$ cat src/hdl/chsi_defs.vh
`ifndef CHSI_DEFS_VH
`define CHSI_DEFS_VH

// register byte addresses (word aligned)
`define CHSI_ADDR_W          6
`define CHSI_OFS_EVENT       6'h00
`define CHSI_OFS_LINE        6'h04
`define CHSI_OFS_MASK        6'h08
`define CHSI_OFS_CTRL        6'h0c
`define CHSI_OFS_TIMEOUT     6'h10
`define CHSI_OFS_BLKCNT      6'h14
`define CHSI_OFS_BLKLEN      6'h18
`define CHSI_OFS_REMAIN      6'h1c
`define CHSI_OFS_RXDATA      6'h20

// event_status bit positions
`define CHSI_EV_W            12
`define CHSI_EV_DATA_DONE    0
`define CHSI_EV_BUSY_DONE    1
`define CHSI_EV_RESP_DONE    2
`define CHSI_EV_READ_TO      3
`define CHSI_EV_RESP_TO      4
`define CHSI_EV_WRITE_CRC    5
`define CHSI_EV_READ_CRC     6
`define CHSI_EV_RESP_CRC     7
`define CHSI_EV_TX_READY     9
`define CHSI_EV_RX_READY     10
`define CHSI_EV_DATA3_EDGE   11
`define CHSI_EV_XFER_DONE    12
`define CHSI_EVX_W           13

// line_status bit positions
`define CHSI_LS_BUSY         0
`define CHSI_LS_TX_EMPTY     1
`define CHSI_LS_RX_FULL      2
`define CHSI_LS_CLK_STOP     3
`define CHSI_LS_DATA3        4

// control register fields
`define CHSI_CT_EDGE_LO      0
`define CHSI_CT_EDGE_HI      1
`define CHSI_CT_FIFO_SEL     2
`define CHSI_CT_BUSY_EXP     3

// edge select codes
`define CHSI_EDGE_OFF        2'h0
`define CHSI_EDGE_RISE       2'h1
`define CHSI_EDGE_FALL       2'h2
`define CHSI_EDGE_BOTH       2'h3

// fifo thresholds in bytes
`define CHSI_FIFO_W          7
`define CHSI_THR_LOW         7'h10
`define CHSI_THR_HIGH        7'h20

// reset values
`define CHSI_RST_MASK        13'h0000
`define CHSI_RST_CTRL        4'h0
`define CHSI_RST_TIMEOUT     8'h00
`define CHSI_RST_BLK         16'h0000

`endif

$ cat src/hdl/chsi_status_irq.v
// The placing of the registers and the Avalon-MM register port were left to the implementer.
`include "chsi_defs.vh"
`timescale 1ns/100ps
`default_nettype none

module chsi_status_irq
(
    input  wire                     ref_clk_i,
    input  wire                     srst_i,
    // avalon-mm slave
    input  wire [`CHSI_ADDR_W-1:0]  avs_address_i,
    input  wire                     avs_read_i,
    input  wire                     avs_write_i,
    input  wire [31:0]              avs_writedata_i,
    input  wire [3:0]               avs_byteenable_i,
    output reg  [31:0]              avs_readdata_o,
    output reg                      avs_waitrequest_o,
    // pins from the card
    input  wire                     card_data3_pin_i,
    input  wire                     card_clock_pin_i,
    // events from command engine
    input  wire                     cmd_start_i,
    input  wire                     cmd_sent_i,
    input  wire                     cmd_resp_expected_i,
    input  wire                     resp_received_i,
    input  wire                     resp_crc_bad_i,
    input  wire                     card_busy_i,
    // events from data engine
    input  wire                     data_start_i,
    input  wire                     data_is_write_i,
    input  wire                     byte_moved_i,
    input  wire                     read_crc_bad_i,
    input  wire                     write_crc_bad_i,
    input  wire                     data_crc_checked_i,
    input  wire                     write_sent_i,
    input  wire                     read_timeout_i,
    input  wire                     block_done_i,
    input  wire [`CHSI_FIFO_W-1:0]  fifo_level_i,
    input  wire                     tx_shift_empty_i,
    input  wire                     rx_shift_full_i,
    input  wire                     card_clock_stopped_i,
    // outputs
    output reg                      irq_o,
    output reg                      transfer_done_o,
    output reg                      busy_expected_o,
    output reg                      rx_data_read_o
);

    // ------------------------------------------------------------
    // pin synchronisers
    // ------------------------------------------------------------
    reg [1:0] data3_sync;
    reg [1:0] clk_sync;
    reg       data3_prev;
    reg       clk_prev;

    always @(posedge ref_clk_i)
    begin
        if (srst_i)
        begin
            data3_sync <= 2'h0;
            clk_sync   <= 2'h0;
            data3_prev <= 1'b0;
            clk_prev   <= 1'b0;
        end
        else
        begin
            data3_sync <= {data3_sync[0], card_data3_pin_i};
            clk_sync   <= {clk_sync[0], card_clock_pin_i};
            data3_prev <= data3_sync[1];
            clk_prev   <= clk_sync[1];
        end
    end

    wire data3_level = data3_sync[1];
    wire card_clk_rise = clk_sync[1] & ~clk_prev;

    // ------------------------------------------------------------
    // configuration registers
    // ------------------------------------------------------------
    reg [`CHSI_EVX_W-1:0] event_enable_mask;
    reg [3:0]             ctrl;
    reg [7:0]             resp_timeout_cfg;
    reg [15:0]            block_count_cfg;
    reg [15:0]            block_length_cfg;
    reg [15:0]            blocks_remaining_count;

    wire [1:0] data3_edge_select  = ctrl[`CHSI_CT_EDGE_HI:`CHSI_CT_EDGE_LO];
    wire       fifo_threshold_sel = ctrl[`CHSI_CT_FIFO_SEL];
    wire       busy_expected      = ctrl[`CHSI_CT_BUSY_EXP];

    wire wr_acc = avs_write_i & ~avs_waitrequest_o;
    wire rd_acc = avs_read_i & avs_waitrequest_o;

    // ------------------------------------------------------------
    // event detection
    // ------------------------------------------------------------
    wire [`CHSI_FIFO_W-1:0] threshold = fifo_threshold_sel ? `CHSI_THR_HIGH
                                                           : `CHSI_THR_LOW;
    wire rx_ready_ev = (fifo_level_i > threshold);
    wire tx_ready_ev = (fifo_level_i < threshold);

    reg  edge_ev;
    always @*
    begin
        case (data3_edge_select)
            `CHSI_EDGE_RISE: edge_ev = data3_level & ~data3_prev;
            `CHSI_EDGE_FALL: edge_ev = ~data3_level & data3_prev;
            `CHSI_EDGE_BOTH: edge_ev = data3_level ^ data3_prev;
            default:         edge_ev = 1'b0;
        endcase
    end

    // response time-out counted in card clock rising edges
    reg [7:0] resp_wait_cnt;
    reg       resp_waiting;
    wire      resp_to_ev = resp_waiting & card_clk_rise & (resp_timeout_cfg != 8'h00)
                           & (resp_wait_cnt == resp_timeout_cfg - 8'h01);

    always @(posedge ref_clk_i)
    begin
        if (srst_i)
        begin
            resp_waiting  <= 1'b0;
            resp_wait_cnt <= 8'h00;
        end
        else if (cmd_sent_i & cmd_resp_expected_i)
        begin
            resp_waiting  <= 1'b1;
            resp_wait_cnt <= 8'h00;
        end
        else if (resp_received_i | resp_to_ev)
            resp_waiting  <= 1'b0;
        else if (resp_waiting & card_clk_rise)
            resp_wait_cnt <= resp_wait_cnt + 8'h01;
    end

    // busy tracking: done once busy has not or no longer is asserted
    reg busy_watch;
    wire busy_done_ev = busy_watch & ~card_busy_i;
    always @(posedge ref_clk_i)
    begin
        if (srst_i)
            busy_watch <= 1'b0;
        else if (cmd_sent_i & busy_expected)
            busy_watch <= 1'b1;
        else if (busy_done_ev)
            busy_watch <= 1'b0;
    end

    // byte counting and transfer completion
    reg [31:0] bytes_left;
    reg        xfer_active;
    reg        data_pending;
    wire       last_byte = xfer_active & byte_moved_i & (bytes_left == 32'h1);
    wire       data_done_ev = data_pending
                            & (data_is_write_i ? write_sent_i
                                               : (data_crc_checked_i & ~read_crc_bad_i));

    always @(posedge ref_clk_i)
    begin
        if (srst_i)
        begin
            bytes_left   <= 32'h0;
            xfer_active  <= 1'b0;
            data_pending <= 1'b0;
        end
        else if (data_start_i)
        begin
            bytes_left   <= block_count_cfg * block_length_cfg;
            xfer_active  <= 1'b1;
            data_pending <= 1'b0;
        end
        else
        begin
            if (xfer_active & byte_moved_i)
                bytes_left <= bytes_left - 32'h1;
            if (last_byte)
            begin
                xfer_active  <= 1'b0;
                data_pending <= 1'b1;
            end
            else if (data_done_ev)
                data_pending <= 1'b0;
        end
    end

    // remaining block counter
    always @(posedge ref_clk_i)
    begin
        if (srst_i)
            blocks_remaining_count <= `CHSI_RST_BLK;
        else if (data_start_i)
            blocks_remaining_count <= block_count_cfg;
        else if (block_done_i & (blocks_remaining_count != 16'h0))
            blocks_remaining_count <= blocks_remaining_count - 16'h1;
    end

    // ------------------------------------------------------------
    // event status flags
    // ------------------------------------------------------------
    wire [`CHSI_EVX_W-1:0] events;
    assign events[`CHSI_EV_DATA_DONE]  = data_done_ev;
    assign events[`CHSI_EV_BUSY_DONE]  = busy_done_ev;
    assign events[`CHSI_EV_RESP_DONE]  = (resp_received_i & ~resp_crc_bad_i)
                                       | (cmd_sent_i & ~cmd_resp_expected_i);
    assign events[`CHSI_EV_READ_TO]    = read_timeout_i;
    assign events[`CHSI_EV_RESP_TO]    = resp_to_ev;
    assign events[`CHSI_EV_WRITE_CRC]  = write_crc_bad_i;
    assign events[`CHSI_EV_READ_CRC]   = read_crc_bad_i;
    assign events[`CHSI_EV_RESP_CRC]   = resp_received_i & resp_crc_bad_i;
    assign events[8]                   = 1'b0;
    assign events[`CHSI_EV_TX_READY]   = tx_ready_ev;
    assign events[`CHSI_EV_RX_READY]   = rx_ready_ev;
    assign events[`CHSI_EV_DATA3_EDGE] = edge_ev;
    assign events[`CHSI_EV_XFER_DONE]  = last_byte;

    reg [`CHSI_EVX_W-1:0] event_status;
    wire ev_read = rd_acc & (avs_address_i == `CHSI_OFS_EVENT);
    wire rx_read = rd_acc & (avs_address_i == `CHSI_OFS_RXDATA);

    genvar gi;
    generate
        for (gi = 0; gi < `CHSI_EVX_W; gi = gi + 1)
        begin : g_flag
            wire clr = ev_read | ((gi == `CHSI_EV_RX_READY) & rx_read);
            always @(posedge ref_clk_i)
            begin
                if (srst_i)
                    event_status[gi] <= 1'b0;
                else if (events[gi])
                    event_status[gi] <= 1'b1;
                else if (clr)
                    event_status[gi] <= 1'b0;
            end
        end
    endgenerate

    wire [`CHSI_EVX_W-1:0] next_pending = event_status & event_enable_mask;

    // ------------------------------------------------------------
    // register access
    // ------------------------------------------------------------
    wire [7:0] line_status = {3'h0,
                              data3_level,
                              card_clock_stopped_i,
                              rx_shift_full_i,
                              tx_shift_empty_i,
                              busy_watch & card_busy_i | card_busy_i};

    reg [31:0] next_readdata;
    always @*
    begin
        case (avs_address_i)
            `CHSI_OFS_EVENT:   next_readdata = {19'h0, event_status};
            `CHSI_OFS_LINE:    next_readdata = {24'h0, line_status};
            `CHSI_OFS_MASK:    next_readdata = {19'h0, event_enable_mask};
            `CHSI_OFS_CTRL:    next_readdata = {28'h0, ctrl};
            `CHSI_OFS_TIMEOUT: next_readdata = {24'h0, resp_timeout_cfg};
            `CHSI_OFS_BLKCNT:  next_readdata = {16'h0, block_count_cfg};
            `CHSI_OFS_BLKLEN:  next_readdata = {16'h0, block_length_cfg};
            `CHSI_OFS_REMAIN:  next_readdata = {16'h0, blocks_remaining_count};
            default:           next_readdata = 32'h0;
        endcase
    end

    always @(posedge ref_clk_i)
    begin
        if (srst_i)
        begin
            event_enable_mask <= `CHSI_RST_MASK;
            ctrl              <= `CHSI_RST_CTRL;
            resp_timeout_cfg  <= `CHSI_RST_TIMEOUT;
            block_count_cfg   <= `CHSI_RST_BLK;
            block_length_cfg  <= `CHSI_RST_BLK;
        end
        else if (wr_acc)
        begin
            case (avs_address_i)
                `CHSI_OFS_MASK:
                begin
                    if (avs_byteenable_i[0])
                        event_enable_mask[7:0] <= avs_writedata_i[7:0];
                    if (avs_byteenable_i[1])
                        event_enable_mask[12:8] <= avs_writedata_i[12:8];
                end
                `CHSI_OFS_CTRL:
                    if (avs_byteenable_i[0])
                        ctrl <= avs_writedata_i[3:0];
                `CHSI_OFS_TIMEOUT:
                    if (avs_byteenable_i[0])
                        resp_timeout_cfg <= avs_writedata_i[7:0];
                `CHSI_OFS_BLKCNT:
                begin
                    if (avs_byteenable_i[0])
                        block_count_cfg[7:0] <= avs_writedata_i[7:0];
                    if (avs_byteenable_i[1])
                        block_count_cfg[15:8] <= avs_writedata_i[15:8];
                end
                `CHSI_OFS_BLKLEN:
                begin
                    if (avs_byteenable_i[0])
                        block_length_cfg[7:0] <= avs_writedata_i[7:0];
                    if (avs_byteenable_i[1])
                        block_length_cfg[15:8] <= avs_writedata_i[15:8];
                end
                default:
                    ctrl <= ctrl;
            endcase
        end
    end

    // ------------------------------------------------------------
    // bus answer and outputs
    // ------------------------------------------------------------
    // waitrequest idles high; one low cycle answers each request
    always @(posedge ref_clk_i)
    begin
        if (srst_i)
        begin
            avs_waitrequest_o <= 1'b1;
            avs_readdata_o    <= 32'h0;
            irq_o             <= 1'b0;
            transfer_done_o   <= 1'b0;
            busy_expected_o   <= 1'b0;
            rx_data_read_o    <= 1'b0;
        end
        else
        begin
            avs_waitrequest_o <= ~((avs_read_i | avs_write_i) & avs_waitrequest_o);
            if (rd_acc)
                avs_readdata_o <= next_readdata;
            irq_o           <= |next_pending;
            transfer_done_o <= last_byte;
            busy_expected_o <= busy_expected;
            rx_data_read_o  <= rx_read;
        end
    end

endmodule

`default_nettype wire

$ cat config.mk
export PLATFORM = sky130hd
export DESIGN_NAME = chsi_status_irq
export DESIGN_NICKNAME = d
export VERILOG_FILES = /design/src/hdl/chsi_status_irq.v
export VERILOG_INCLUDE_DIRS = /design/src /design/src/hdl
export SDC_FILE = /design/constraint.sdc
export NUM_CORES = 1
export LEC_CHECK = 0
export BUFFER_PORTS_ARGS = -buffer_cell sky130_fd_sc_hd__buf_2
export CAP_MARGIN = 5
export CORE_ASPECT_RATIO = 1.1
export CORE_UTILIZATION = 55
export CTS_CLUSTER_DIAMETER = 200
export CTS_CLUSTER_SIZE = 12
export DETAILED_ROUTE_END_ITERATION = 10
export PLACE_DENSITY = 0.78
export RECOVER_POWER = 25
export SLEW_MARGIN = 20
export SYNTH_ARGS = -nofsm -noshare
export SYNTH_HDL_FRONTEND = slang
export SYNTH_SLANG_ARGS = --single-unit
$ cat constraint.sdc
create_clock -name ref_clk_i -period 11.2 [get_ports ref_clk_i]
set_input_delay 0.56 -clock ref_clk_i [delete_from_list [all_inputs] [get_ports ref_clk_i]]
set_output_delay 0.56 -clock ref_clk_i [all_outputs]
set_load 0.05 [all_outputs]
[Yosys cells after proc, flatten, opt, wreduce, memory -nomap -nowiden]
Index checks and enable logic that the tools add are counted.
Storage, ports and cells
  bits in read-only memories: 0
  memories kept: 0
  latch bits: 0
  memory bits (writable): 0
  logic and storage cells: 160
  register bits: 172
  output and inout bits: 37
  input port bits: 73
Operators by class
  equal/unequal tests: 13
  shifts and indexed selects: 0
  div/mod/pow operators: 0
  bitwise logic cells: 40
  mux-type cells: 30
  reductions and logical operators: 33
  order comparisons: 2
  multipliers: 1
  $add $sub $neg: 4
Operators with widths (count)
  one-hot mux 16 bit (8 select lines): 1
  2-to-1 mux 32 bit: 2
  nonzero test 2 bit: 18
  == test 32 x 1 -> 1 bit (second input constant): 1
  multiplier 16 x 16 -> 32 bit: 1
  2-to-1 mux 16 bit: 2
  subtractor 32 x 1 -> 32 bit (second input constant): 1
  == test 6 x 5 -> 1 bit (second input constant): 4
  AND reduction 3 bit: 8
  bitwise AND 1 bit: 23
  2-to-1 mux 1 bit: 23
  nonzero test 16 bit: 1
  subtractor 16 x 1 -> 16 bit (second input constant): 1
  bitwise AND 13 bit: 1
  OR reduction 13 bit: 1
  == test 6 x 4 -> 1 bit (second input constant): 2
  NOT 1 bit: 10
  adder 8 x 1 -> 8 bit (second input constant): 1
  == test 8 bit: 1
  nonzero test 8 bit: 1
  subtractor 8 x 1 -> 8 bit (second input constant): 1
  > comparator 7 x 6 -> 1 bit: 1
  less-than comparator 7 x 6 -> 1 bit: 1
  == test 6 x 3 -> 1 bit (second input constant): 1
  10 further kinds: 16

[Depth between registers and ports, before layout]
  depth after elaboration: 8
  mapped depth: 23
  depth with buffers taken out: 20

[Least setup slack after synthesis]
Ideal clock, no wire load.
  kind: register to register
  from: reg block_count_cfg[11]
  to: reg bytes_left[26]
  period minus slack after synthesis: 5.880 ns
  cell stages (with the launch flop): 22
  setup slack: 5.320 ns
  required time: 11.114 ns
  arrival: 5.794 ns
  setup time: 0.086 ns
  cells stage by stage: dfxtp_1 -> clkbuf_1 -> clkbuf_1 -> nand2_1 -> fa_1 -> fa_1 -> fa_1 -> inv_1 -> fa_1 -> fa_1 -> inv_1 -> fa_1 -> inv_1 -> ha_1 -> clkbuf_1 -> a21oi_1 -> o21ai_0 -> a221o_1 -> a41oi_1 -> a21oi_1 -> xnor2_1 -> a211oi_1
On the way
  word-level cells in the longest chain between the ends: 2
RTL lines
  start, declared: RTL line chsi_status_irq.v:84  | reg [15:0] block_count_cfg;
  start signal, assigned: RTL line chsi_status_irq.v:274  | block_count_cfg <= `CHSI_RST_BLK;
  start signal, assigned: RTL line chsi_status_irq.v:298  | block_count_cfg[15:8] <= avs_writedata_i[15:8];
  multiplier 16 x 16 -> 32 bit: RTL line chsi_status_irq.v:170  | bytes_left <= block_count_cfg * block_length_cfg;
  2-to-1 mux 32 bit: RTL line chsi_status_irq.v:168  | else if (data_start_i)
  end signal, assigned: RTL line chsi_status_irq.v:170
  end signal, assigned: RTL line chsi_status_irq.v:177  | bytes_left <= bytes_left - 32'h1;
  end, declared: RTL line chsi_status_irq.v:152  | reg [31:0] bytes_left;
No other way between the ends.
A chain may end at the register's enable or synchronous reset.

[Worst setup path in the final report]
  from: reg block_length_cfg[1]
  to: reg bytes_left[24]
On the way
  word-level cells in the longest chain between the ends: 2
RTL lines
  start, declared: RTL line chsi_status_irq.v:85  | reg [15:0] block_length_cfg;
  start signal, assigned: RTL line chsi_status_irq.v:275  | block_length_cfg <= `CHSI_RST_BLK;
  start signal, assigned: RTL line chsi_status_irq.v:303  | block_length_cfg[7:0] <= avs_writedata_i[7:0];
  multiplier 16 x 16 -> 32 bit: RTL line chsi_status_irq.v:170
  2-to-1 mux 32 bit: RTL line chsi_status_irq.v:168
No other way between the ends.

==> flow_summary_export.csv <==
group,metric,value,unit
worst_setup_path,cpMostUsedCell,"fa_1",
power_and_ir_drop,power,1.61,mW
drt,vias,13100,
finish,drive_above_1_share,6.60,%
worst_setup_path,cpPeakStageDelay,910,ps
worst_setup_path,cp_max_fo,18,
synthesis,synth_seq_cells,156,
synthesis,netlist_top_cells_count,"inv_1 (250), fa_1 (194), nand2_1 (190)",
hold_path,hp-class,"input port to flop",
place,portBuffers,74,
drt,drtIter0Drc,1236,
timing,drv_slew,142,
timing,post-route-period-util,59.6,%
worst_setup_path,crit_type,"flop to flop",
worst_setup_path,cp.arrival,6990,ps
synthesis,synthArstFlopShare,0,%
timing,setup_viol,0,
global_routing,antenna_found_initial,0,
drt,wl,41.6,mm
synthesis,synth-edff-count,0,
clock_network,cts_hold_buf,0,
hold_path,holdCritStartpoint,"avs_write_i",
drt,via_per_inst,5.88,
timing,hold-worst-slack,324,ps
die,die_height,181,µm
place,post-dp-hpwl,30.0,mm
clock_network,htreeDepth,4,
synthesis,synth_flop_cell,"dfxtp_1",
synthesis,synth_seq_area_share,19.4,%
global_routing,grtUsageTotal,28.8,%
synthesis,netlist_area,16100,µm²
finish,n_fill_cell,2428,
global_routing,grt_max_degree,72,
die,core-area,28700,µm²
clock_network,post_cts_resized,0,
power_and_ir_drop,leakage,7.87,nW
power_and_ir_drop,vdd_drop_max,0.000127,V
clock_network,clkTransAtPathRegs,80,ps
timing,rsz0062_at_grt,"no",
clock_network,numCtsBuffers,17,
timing,max_freq,150,MHz
worst_setup_path,required,11520,ps
place,placed_cell_area,16500,µm²
drt,ant_nets,0,
worst_setup_path,reg2reg_from,"block_length_cfg[1]",
outcome,status,"finished, violations left",
synthesis,yosysMostFrequentCell,"inv_1",
clock_network,clock_path_buffers,2,
drt,drc_errors,0,
die,num_io_pins,110,
finish,area_growth,6.43,%
place,place_congestion,0.964,
synthesis,yosysUniqueCellTypes,73,
synthesis,synth_area_leaders,"fa_1 (24%), dfxtp_1 (19%), ha_1 (8.9%)",
timing,fin_tns_setup,0,ps
clock_network,ctsRootBufferMaster,"clkbuf_16",
die,die_x,165,µm
worst_setup_path,crit_slowest_cell,"dfxtp_1",
drt,drt_first_pass_iters,9,
timing,period_minus_slack,6670,ps
finish,multiInputGateArea,11600,µm²
global_routing,grt_pass1_vias,13100,
finish,diodes,0,
synthesis,netlist_instances,1851,
die,initial_utilization,56.0,%
finish,fin_area,17100,µm²
outcome,violations,"capacitance limit, slew limit",
die,rows,65,
clock_network,postCtsSetupRepairBufs,0,
worst_setup_path,worstSetupStartpoint,"block_length_cfg[1]",
worst_setup_path,endpoint_kind,"flop",
clock_network,clkLatencyLatePin,450,ps
finish,seqCellArea,3120,µm²
die,die_area,29900,µm²
power_and_ir_drop,power_per_cell_area,94.1,nW/µm²
global_routing,grt_remaining_overflow,0,
run,cap_violations,3,
synthesis,yosys.area.top_type,"fa_1",
global_routing,grt_pass1_wl,67.0,mm
timing,fin_skew,17.5,ps
worst_setup_path,critPathLaunchType,"flop",
drt,wl_per_cell,18.7,µm
clock_network,clock-sinks,156,
timing,relSlewSlack,-55.7,%
finish,nets,2231,
timing,worst_pin_slew,2340,ps
synthesis,syn_area_per_cell,8.69,µm²
timing,hold_viol,0,
clock_network,cts_tree,"done",
synthesis,yosysWarnings,0,
worst_setup_path,crit_chain,"nand2_1 -> fa_1 -> fa_1 -> fa_1 -> inv_1 -> fa_1 -> fa_1 -> inv_1 -> fa_1 -> inv_1 -> ha_1 -> a21oi_1 -> o21ai_0 -> a221o_1 -> a211oi_1 -> o21ai_0 -> xnor2_1 -> o22ai_1",
synthesis,yosysTopAreaCellShare,24.2,%
[per-layer routing]
layer / vias up / track usage (%) / routed length, µm
li1: 5971 / - / -
met1: 6395 / 37.2 / 17000
met2: 625 / 47.1 / 19800
met3: 124 / 5.44 / 3300
met4: 0 / 11.9 / 1540
met5: - / 0 / 0
[critical path, delay by kind of cell, from the launching register on]
| family | cells | cell delay [ps] |
|---|---|---|
| AND/OR/NAND/NOR | 1 | 220 |
| XOR/XNOR | 1 | 220 |
| adder cells (fa/ha/maj) | 7 | 3480 |
| buffers and inverters | 3 | 160 |
| flip-flops | 1 | 910 |
| AO/OA/AOI/OAI | 6 | 1530 |
[cell families after synthesis]
group,Yosys count,synth area share (%)
buf+inv,367,8.97
mux,72,4.52
flops,156,19.4
compound gates,262,11.1
other cells,1,0.0233
simple gates,603,18.5
xor+xnor,82,4.47
fa+ha+maj,308,33.0
[where the power goes]
group | total (mW) | internal (mW) | switching [mW]
Sequential | 0.635 | 0.589 | 0.0464
Combinational | 0.356 | 0.145 | 0.210
Clock | 0.619 | 0.324 | 0.296
Total | 1.61 | 1.06 | 0.552
[flip-flops by register name (all words and copies together) (netlist names), 4 cells and up]
| name | flops |
|---|---|
| resp_timeout_cfg | 8 |
| bytes_left | 32 |
| block_length_cfg | 16 |
| avs_readdata_o | 16 |
| blocks_remaining_count | 16 |
| ctrl | 4 |
| event_enable_mask | 13 |
| event_status | 12 |
| block_count_cfg | 16 |
| resp_wait_cnt | 8 |
[stage by stage]
stage          setup WS [ps]  util, %  cells
6_report                4530     59.6   2231
5_1_grt                 4200     59.6   2231
4_1_cts                 4590     59.7   2231
3_5_place_dp            4690     57.6   2199
3_3_place_gp            4740     57.6   2199
2_1_floorplan           5320        -   1866
[final cells by class]
| class | count | area share [%] |
|---|---|---|
| inverters | 250 | 5.48 |
| flip-flops and latches | 156 | 18.3 |
| repair buffers | 82 | 2.31 |
| multi-input cells | 1343 | 67.6 |
| clock inverters | 15 | 1.13 |
| well taps | 368 | 2.69 |
| clock buffers | 17 | 2.49 |
[layout by cell type (no fill, tap or decap), types with 5 or more instances in the layout]
cell type and instances:
inv_1 250, fa_1 194, nand2_1 190, nor2_1 163
dfxtp_1 156, and2_1 122, ha_1 114, a21oi_1 74
mux2i_1 67, buf_2 52, xnor2_1 48, a22oi_1 34
xor2_1 34, o21ai_0 26, a211oi_1 26, clkbuf_1 24
nor3_1 21, nand3_1 21, clkbuf_16 17, conb_1 16
nor2b_1 15, a31oi_1 14, a21o_1 13, nor4_1 11
o22ai_1 9, nand2b_1 7, or3_1 7, a222oi_1 7
a22o_1 6, buf_4 6, nor3_2 5, mux2_2 5
o21a_1 5, or2_2 5, and3_1 5, a221oi_1 5
o21bai_1 5, inv_8 5
[path summary, 6_finish.rpt]
kind	endpoint	slack (ps)	cells after the start
max	bytes_left[24]	4530	18
min	avs_waitrequest_o	320	2
max reg2reg	bytes_left[24]	4530	18
min reg2reg	clk_sync[1]	440	1
(Power assumes the default switching activity.)
